## config.mk

```make
export PLATFORM = sky130hd
export DESIGN_NAME = dpsc_ctrl
export DESIGN_NICKNAME = d
export VERILOG_FILES = /design/src/include/dpsc_pkg.sv /design/src/design/dpsc_ctrl.sv
export VERILOG_INCLUDE_DIRS = /design/src /design/src/include
export SDC_FILE = /design/constraint.sdc
export NUM_CORES = 1
export LEC_CHECK = 0
export ABC_AREA = 1
export BUFFER_PORTS_ARGS = -buffer_cell sky130_fd_sc_hd__buf_2
export CAP_MARGIN = 20
export CORE_ASPECT_RATIO = 0.9
export CORE_MARGIN = 3
export CORE_UTILIZATION = 50
export CTS_BUF_LIST = sky130_fd_sc_hd__clkbuf_4 sky130_fd_sc_hd__clkbuf_8
export CTS_CLUSTER_DIAMETER = 30
export DETAILED_ROUTE_END_ITERATION = 8
export PLACE_DENSITY = 0.77
export REMOVE_ABC_BUFFERS = 1
export SETUP_SLACK_MARGIN = 0.3
export SYNTH_ARGS = -nofsm -noshare
export SYNTH_HDL_FRONTEND = slang
export SYNTH_SLANG_ARGS = --single-unit
```

## constraint.sdc

```tcl
create_clock -name sys_clk -period 4.98 [get_ports sys_clk]
set_input_delay 0.747 -clock sys_clk [delete_from_list [all_inputs] [get_ports sys_clk]]
set_output_delay 0.747 -clock sys_clk [all_outputs]
set_load 0.01 [all_outputs]
```

## src/include/dpsc_consts.svh

```systemverilog
// Timing constants for the dual-port memory port controller
`ifndef DPSC_CONSTS_SVH
`define DPSC_CONSTS_SVH
`define DPSC_CLK_PERIOD_NS 25
`define DPSC_READ_CYCLE_MIN_NS 20
`define DPSC_ADDRESS_TO_DATA_MAX_NS 20
`define DPSC_WRITE_CYCLE_MIN_NS 20
`define DPSC_WRITE_PULSE_MIN_NS 15
`define DPSC_WRITE_TO_HIGHZ_MAX_NS 10
`define DPSC_DATA_SETUP_TO_WRITE_END_NS 10
`define DPSC_BUSY_FROM_ADDRESS_MAX_NS 20
`define DPSC_BUSY_RELEASE_TO_DATA_NS 25
`define DPSC_SYNC_STAGES 2
`define DPSC_CYC(ns) (((ns) + `DPSC_CLK_PERIOD_NS - 1) / `DPSC_CLK_PERIOD_NS)
`endif

```

## src/include/dpsc_pkg.sv

```systemverilog
// Types for the dual-port memory port controller
package dpsc_pkg;
  typedef struct packed {
    logic write;
    logic [10:0] addr;
    logic [7:0] wdata;
  } dpsc_req_t;
  typedef struct packed {
    logic select_n;
    logic write_n;
    logic out_en_n;
    logic [10:0] addr;
  } dpsc_pins_t;
endpackage : dpsc_pkg

```

## src/design/dpsc_ctrl.sv

```systemverilog
// Host-side controller driving one port of the dual-port memory
`timescale 1ns/1ps
`default_nettype none
`include "dpsc_consts.svh"
module dpsc_ctrl #(
  parameter int SLAVE_MODE = 0
) (
  input wire logic sys_clk,
  input wire logic resetn,
  input wire logic req_valid,
  output logic req_ready,
  input wire dpsc_pkg::dpsc_req_t req,
  output logic rsp_valid,
  output logic [7:0] rsp_data,
  input wire logic collision,
  output dpsc_pkg::dpsc_pins_t pins,
  input wire logic [7:0] data_in,
  output logic [7:0] data_out,
  output logic data_oe,
  input wire logic busy_n
);
  typedef enum logic [2:0] {
    DPSC_IDLE, DPSC_RD, DPSC_WR_BUSY, DPSC_WR, DPSC_WR_END, DPSC_BUSY_WAIT
  } dpsc_state_t;

  function automatic logic [3:0] dpsc_max(input logic [3:0] a,
                                          input logic [3:0] b);
    dpsc_max = (a > b) ? a : b;
  endfunction : dpsc_max

  localparam logic [3:0] RD_CYC = 4'(dpsc_max(
    4'(`DPSC_CYC(`DPSC_READ_CYCLE_MIN_NS)),
    4'(`DPSC_CYC(`DPSC_ADDRESS_TO_DATA_MAX_NS))));
  localparam logic [3:0] WP_CYC = 4'(dpsc_max(
    4'(`DPSC_CYC(`DPSC_WRITE_PULSE_MIN_NS)),
    4'(`DPSC_CYC(`DPSC_WRITE_TO_HIGHZ_MAX_NS
      + `DPSC_DATA_SETUP_TO_WRITE_END_NS))));
  localparam logic [3:0] BAA_CYC =
    4'(`DPSC_CYC(`DPSC_BUSY_FROM_ADDRESS_MAX_NS));
  localparam logic [3:0] BDD_CYC =
    4'(`DPSC_CYC(`DPSC_BUSY_RELEASE_TO_DATA_NS));
  // Enables stay on until the data has crossed the synchroniser
  localparam logic [3:0] SYNC_CYC = 4'(`DPSC_SYNC_STAGES);
  // Busy passes the same synchroniser, so one edge more than the delay
  localparam logic [3:0] BDD_WAIT = BDD_CYC + 4'h1;

  logic rst_m, rst_s;
  always_ff @(posedge sys_clk or negedge resetn) begin
    if (!resetn) begin
      rst_m <= 1'b0;
      rst_s <= 1'b0;
    end else begin
      rst_m <= 1'b1;
      rst_s <= rst_m;
    end
  end

  logic busy_m, busy_s;
  logic [7:0] din_m, din_s;
  always_ff @(posedge sys_clk or negedge rst_s) begin
    if (!rst_s) begin
      busy_m <= 1'b1;
      busy_s <= 1'b1;
      din_m <= 8'h00;
      din_s <= 8'h00;
    end else begin
      busy_m <= busy_n;
      busy_s <= busy_m;
      din_m <= data_in;
      din_s <= din_m;
    end
  end

  dpsc_state_t state, next_state;
  logic [3:0] cnt, next_cnt;
  dpsc_pkg::dpsc_pins_t next_pins;
  logic [7:0] next_data_out, next_rsp_data;
  logic next_data_oe, next_rsp_valid, coll, next_coll;

  always_comb begin
    next_state = state;
    next_cnt = cnt;
    next_pins = pins;
    next_data_out = data_out;
    next_data_oe = data_oe;
    next_rsp_data = rsp_data;
    next_rsp_valid = 1'b0;
    next_coll = coll;
    unique case (state)
      DPSC_IDLE: begin
        next_pins.select_n = 1'b1;
        next_pins.write_n = 1'b1;
        next_data_oe = 1'b0;
        if (req_valid) begin
          // Address changes only with select and strobe off
          next_pins.addr = req.addr;
          next_coll = collision;
          next_pins.select_n = 1'b0;
          if (req.write) begin
            next_pins.out_en_n = 1'b1;
            next_data_out = req.wdata;
            next_data_oe = 1'b1;
            next_state = (SLAVE_MODE != 0) ? DPSC_WR_BUSY : DPSC_WR;
            next_cnt = (SLAVE_MODE != 0) ? BAA_CYC : WP_CYC;
            next_pins.write_n = (SLAVE_MODE != 0);
          end else begin
            next_pins.out_en_n = 1'b0;
            next_state = DPSC_RD;
            next_cnt = RD_CYC + SYNC_CYC;
          end
        end
      end
      DPSC_RD: begin
        next_cnt = cnt - 4'h1;
        if (cnt == 4'h1) begin
          if (coll) begin
            next_state = DPSC_BUSY_WAIT;
            next_cnt = BDD_WAIT;
          end else begin
            // Busy ignored for plain reads
            next_rsp_data = din_s;
            next_rsp_valid = 1'b1;
            next_pins.select_n = 1'b1;
            next_pins.out_en_n = 1'b1;
            next_state = DPSC_IDLE;
          end
        end
      end
      DPSC_BUSY_WAIT: begin
        if (busy_s) begin
          next_cnt = cnt - 4'h1;
          if (cnt == 4'h1) begin
            next_rsp_data = din_s;
            next_rsp_valid = 1'b1;
            next_pins.select_n = 1'b1;
            next_pins.out_en_n = 1'b1;
            next_state = DPSC_IDLE;
          end
        end else begin
          next_cnt = BDD_WAIT;
        end
      end
      DPSC_WR_BUSY: begin
        next_cnt = cnt - 4'h1;
        if (cnt == 4'h1) begin
          next_pins.write_n = 1'b0;
          next_cnt = WP_CYC;
          next_state = DPSC_WR;
        end
      end
      DPSC_WR: begin
        next_cnt = cnt - 4'h1;
        if (cnt == 4'h1) begin
          next_pins.write_n = 1'b1;
          next_pins.select_n = 1'b1;
          next_state = DPSC_WR_END;
        end
      end
      DPSC_WR_END: begin
        next_data_oe = 1'b0;
        next_state = DPSC_IDLE;
      end
      default: next_state = DPSC_IDLE;
    endcase
  end

  always_ff @(posedge sys_clk or negedge rst_s) begin
    if (!rst_s) begin
      state <= DPSC_IDLE;
      cnt <= 4'h0;
      pins <= '{select_n: 1'b1, write_n: 1'b1, out_en_n: 1'b1,
                addr: 11'h000};
      data_out <= 8'h00;
      data_oe <= 1'b0;
      rsp_data <= 8'h00;
      rsp_valid <= 1'b0;
      coll <= 1'b0;
    end else begin
      state <= next_state;
      cnt <= next_cnt;
      pins <= next_pins;
      data_out <= next_data_out;
      data_oe <= next_data_oe;
      rsp_data <= next_rsp_data;
      rsp_valid <= next_rsp_valid;
      coll <= next_coll;
    end
  end

  assign req_ready = (state == DPSC_IDLE);

  // Strobe low time, kept only for the pulse-width check
  logic [3:0] wr_low, next_wr_low;
  always_comb begin
    next_wr_low = pins.write_n ? 4'h0 : wr_low + 4'h1;
  end
  always_ff @(posedge sys_clk or negedge rst_s) begin
    if (!rst_s) begin
      wr_low <= 4'h0;
    end else begin
      wr_low <= next_wr_low;
    end
  end

  AST_STROBE_NEEDS_SELECT: assert property (@(posedge sys_clk)
    disable iff (!rst_s) !pins.write_n |-> !pins.select_n)
    else $error("write strobe without select");
  AST_ADDR_QUIET: assert property (@(posedge sys_clk)
    disable iff (!rst_s) $changed(pins.addr) |->
    $past(pins.write_n) && $past(pins.select_n))
    else $error("address moved during write");
  AST_NO_WRITE_WITH_OE: assert property (@(posedge sys_clk)
    disable iff (!rst_s) !pins.write_n |-> pins.out_en_n)
    else $error("output enable active in write");
  AST_WRITE_PULSE: assert property (@(posedge sys_clk)
    disable iff (!rst_s) $rose(pins.write_n) |->
    (32'(wr_low) * `DPSC_CLK_PERIOD_NS >=
    `DPSC_WRITE_TO_HIGHZ_MAX_NS + `DPSC_DATA_SETUP_TO_WRITE_END_NS))
    else $error("write pulse too short");
  AST_DATA_HELD: assert property (@(posedge sys_clk)
    disable iff (!rst_s) !pins.write_n |->
    data_oe && ($fell(pins.write_n) || $stable(data_out)))
    else $error("write data not driven");
  AST_RELEASE_BUS: assert property (@(posedge sys_clk)
    disable iff (!rst_s) $rose(pins.select_n) && $past(!pins.write_n) |=>
    !data_oe)
    else $error("bus not released");
  AST_NO_FIGHT: assert property (@(posedge sys_clk)
    disable iff (!rst_s) data_oe |-> pins.out_en_n)
    else $error("data driven while port outputs enabled");
  AST_READ_SPACING: assert property (@(posedge sys_clk)
    disable iff (!rst_s) $rose(rsp_valid) |->
    !$past(pins.select_n, 3) && !$past(pins.select_n, 1) &&
    !$past(pins.out_en_n, 1))
    else $error("read answered too early");
  AST_READ_ENABLES: assert property (@(posedge sys_clk)
    disable iff (!rst_s) (state == DPSC_RD) |->
    !pins.out_en_n && pins.write_n && !pins.select_n)
    else $error("read enables wrong");
  CVR_READ: cover property (@(posedge sys_clk) disable iff (!rst_s)
    (state == DPSC_RD) ##1 rsp_valid);
  CVR_WRITE: cover property (@(posedge sys_clk) disable iff (!rst_s)
    $rose(pins.write_n) && state == DPSC_WR_END);
  CVR_COLL: cover property (@(posedge sys_clk) disable iff (!rst_s)
    state == DPSC_BUSY_WAIT ##1 rsp_valid);
  CVR_SLAVE_WRITE: cover property (@(posedge sys_clk) disable iff (!rst_s)
    state == DPSC_WR_BUSY ##1 !pins.write_n);
endmodule : dpsc_ctrl
`default_nettype wire

```

# Yosys cells after proc, flatten, opt, wreduce, memory -nomap -nowiden
# Index checks and enable logic that the tools add are counted.
[word_totals]
ff_bits = 60
inputBits = 33
[op_classes]
addsub = 1
n_eq_ne = 13
mux = 40
reduce_logical = 15
[op_table]
columns = ["op", "n"]
rows = [
  ["8-bit 2-to-1 mux", 4],
  ["3-bit 2-to-1 mux", 7],
  ["4-bit 2-to-1 mux", 5],
  ["4-bit one-hot mux with 5 select lines", 1],
  ["6-bit AND reduction", 3],
  ["8-bit one-hot mux with 2 select lines", 1],
  ["3-bit one-hot mux with 5 select lines", 1],
  ["14-bit 2-to-1 mux", 1],
  ["2-bit inequality test, second input constant", 7],
  ["1-bit 2-to-1 mux", 12],
  ["3-bit by 2-bit equality test with 1-bit output, second input constant", 2],
  ["3-bit equality test, second input constant", 2],
  ["2-bit 2-to-1 mux", 3],
  ["1-bit one-hot mux with 3 select lines", 2],
  ["3-bit AND reduction", 2],
  ["3-bit nonzero test", 2],
  ["5-bit AND reduction", 1],
  ["5-bit nonzero test", 1],
  ["4-bit by 1-bit equality test with 1-bit output, second input constant", 1],
  ["1-bit one-hot mux with 2 select lines", 2],
  ["1-bit one-hot mux with 4 select lines", 1],
  ["2-bit AND reduction", 2],
  ["2-bit nonzero test", 2],
  ["4-bit nonzero test", 1],
  ["3 further kinds", 3],
]

# Longest topological paths before layout
[logic_depth]
ltp_word = 4
ltp_mapped = 10

# Worst setup path after synthesis
# No wires, ideal clock.
[synth_path]
path_kind = "register to output"
startpoint = "register state[1]"
endpoint = "output port req_ready"
arrival_time_ns = 0.823
t_required_ns = 4.233
path_slack_ns = 3.410
path_stages_with_launch = 4
n_path_buf = 0
cell_sequence = "dfrtp_1 -> inv_1 -> nand2_1 -> nor2_2"
[synth_via]
elab_chain_len = 1
[synth_rtl]
columns = ["element", "line_no", "text"]
rows = [
  ["start, declared", "dpsc_ctrl.sv:74", "dpsc_state_t state, next_state;"],
  ["start signal, assigned", "dpsc_ctrl.sv:179", "state <= next_state;"],
  ["3-bit logical NOT", "dpsc_ctrl.sv:190", "assign req_ready = (state == DPSC_IDLE);"],
  ["end, declared", "dpsc_ctrl.sv:11", "output logic req_ready,"],
]
# Every way passes these cells.

# Final worst setup path
# Same ends and word-level chain as after synthesis.

==> results by group <==
Run status
  • Status: completed

Setup path
  • CP max stage cell: dfrtp_1
  • Worst EP arrival: between 1000 and 1500 ps
  • CP bufs+invs: 2
  • Delay-heaviest family, CP: flip-flops
  • Req. time, crit path: around 4200 ps
  • Worst-path cell chain: inv_1 > nand2_1 > nor2_2 > buf_2
  • Top fanout value on the critical path: 6
  • CP startpoint kind: flip-flop
  • R2r setup slk: 3110 ps
  • Crit path largest cell delay: roughly 400 ps
  • Crit path kind: reg -> out
  • CP Capture Type: primary output

Global route
  • Grt ovf: 0
  • GRT Util Overall: 0.1897
  • Vias in the first global route: 1,834
  • Global-route wire length before repair: 8.169 mm
  • Largest net degree at the start of global routing: between 50 and 60
  • Initial antenna violation count: 0

CTS
  • Worst skew pair latency: 340 ps
  • Cts hold-fix bufs: 0
  • CTS tree: done
  • Post-CTS Setup Bufs: 0
  • Clk buf depth: 2
  • H-Tree Depth: 3
  • CTS Buf Count: 9
  • CTS clk-pin slew, worst paths: roughly 70 ps
  • Root Driver: clkbuf_8
  • Resized cells post-CTS: 0
  • Clock tree sinks: 60

Synth
  • Synth Register Bits: 60
  • Synthesized cell area: between 2000 and 2500 sq um
  • Adder-cell share of the synthesized area: 0.01050
  • Warnings, synthesis: 0
  • Sequential area share after synthesis: 0.6329
  • Mux cell area share after synthesis: 0
  • Cells after Synth: 254
  • Mean Syn Cell Area: between 9 and 10 sq um
  • Synth Area in XOR/XNOR: 0.003676
  • Largest family of logic cells by synthesized area: simple AND/OR/NAND/NOR gates
  • Simple logic cell fraction of the synthesized area: 0.2658
  • Compound-Gate Fraction of Synth Area: 0.03782
  • Synth unique cells: 26

Final layout
  • Commonest non-fill, non-tap cell in the layout: nand2_1
  • Proportion of layout cells with a drive suffix above 1: 0.3030
  • Final nets: between 300 and 400
  • Non-Filler Instances: 392
  • Antenna cells: 0
  • Fillers: 370
  • P&R area growth vs syn: 24.05%
  • Commonest non-fill, non-tap cells in the layout: nand2_1 (108), buf_2 (65), dfrtp_1 (54)
  • Util after Layout: 0.6541

Power
  • Max VDD drop: ~0.00035 V
  • Static leakage: about 1.7 nW
  • PwrDens: between 600 and 700 nW/um^2

STA
  • Clock skew: between 8 and 9 ps
  • Max-slew headroom: 0.5429
  • Setup violators final: 0
  • Final hold slack: roughly 170 ps
  • Worst Tran Pin Value: approximately 690 ps
  • RSZ-0062 raised after global routing: no
  • Final period util: 0.4320
  • Final hold vios: 0
  • Fmax: between 400 and 500 MHz
  • Final worst path period need: 2151 ps
  • Setup_tns: 0 ps
  • Slew Viols, Final: 0
  • Final worst slack: 2829 ps

Floorplan
  • Initial core utilization: 0.5273
  • Die ar.: between 5000 and 6000 sq um
  • Num rows: 23
  • Die height: approximately 71 um
  • Die width: roughly 79 um
  • Top Ports: 66
  • Core ar.: 4518 sq um

Detailed routing
  • Vias per cell: ~4.7
  • DRC: 0
  • DRT iter0 DRCs: around 170
  • Via count: between 1,500 and 2,000
  • Pre-antenna DRT Iters: 4
  • Antenna-violating nets left: 0
  • Wire length per cell: ~12 um
  • Final WL: approximately 4.7 mm

Place
  • HPWL Detailed: 3.221 mm
  • PortBufs: 65
  • Final Wtd Congestion: approximately 0.9
  • Dpl ws: 2954 ps
  • Placed Cells: 376

Job
  • Max-Cap Viols: 0

Min path
  • Tightest Hold Check Type: in -> async
[sequential cells by signal (all words and copies together) (netlist names)]
register	cells
coll	1
rst_m	1
din_s	8
cnt	4
rsp_data	8
data_oe	1
din_m	8
data_out	8
state	3
rst_s	1
rsp_valid	1
pins	14
busy_m	1
busy_s	1
[layout make-up]
class,instances,area (sq um),area share
clock buffer,12,158.9,0.05377
timing repair buffer,66,332.8,0.1126
tap,62,77.57,0.02625
multi-input combinational,170,760.7,0.2574
inverter,18,67.56,0.02286
clock inverter,4,48.80,0.01651
sequential,60,1509,0.5106
[cells by family (layout without fill, tap and decap cells)]
logic type / Yosys count / count (layout)
DFF: 60 / 60
buffers and inverters: 24 / 100
and+or+nand+nor: 149 / 149
AOI/OAI and AO/OA: 17 / 17
other: 1 / 1
adders and majority gates: 2 / 2
xor gates and xnor gates: 1 / 1
[layer usage]
layer,wire length (um),share of wire,GRT usage
met5,0,0,0
met4,50,0.011,0.07184
met3,275,0.059,0.06030
met2,2096,0.45,0.2931
met1,2231,0.48,0.2530
[path summary, 6_finish.rpt]
path / startpoint / endpoint / cells past startpoint
min in group sys_clk: din_m[3]$_DFF_PN0_ / din_s[3]$_DFF_PN0_ / 0
max in group asynchronous: rst_s$_DFF_PN0_ / state[2]$_DFFE_PN0P_ / 1
min reg2reg: din_m[3]$_DFF_PN0_ / din_s[3]$_DFF_PN0_ / 0
min: resetn / rst_s$_DFF_PN0_ / 1
max: state[1]$_DFFE_PN0P_ / req_ready / 4
max reg2reg: state[1]$_DFFE_PN0P_ / data_out[7]$_DFFE_PN0P_ / 6
[synth_stat cells, drive strengths merged]
cell type	n	area share
nor3	1	0.0068
dfstp	5	0.055
nand2	112	0.18
inv	18	0.028
conb	1	0.0016
xor2	1	0.0037
a31oi	2	0.0053
a21oi	5	0.011
o21ai	9	0.019
nor2	18	0.034
clkbuf	1	0.0016
o21a	1	0.0032
nand4	1	0.0026
dfrtp	55	0.58
nand3	17	0.038
buf	5	0.018
ha	2	0.011
[report_power, final]
group          internal, mW  leakage [nW]  switching [mW]
Combinational         0.260         0.818           0.443
Clock                 0.263         0.110           0.187
Sequential            0.655         0.725          0.0947
[through the flow]
stage	cell area (sq um)	power, mW
final	2955	1.903
after global routing	2955	2.062
after CTS	2955	1.920
after detailed placement	2748	1.465
after global placement	2748	1.450
after floorplan	2336	1.220
No activity file was read; power rests on OpenSTA's default activity.
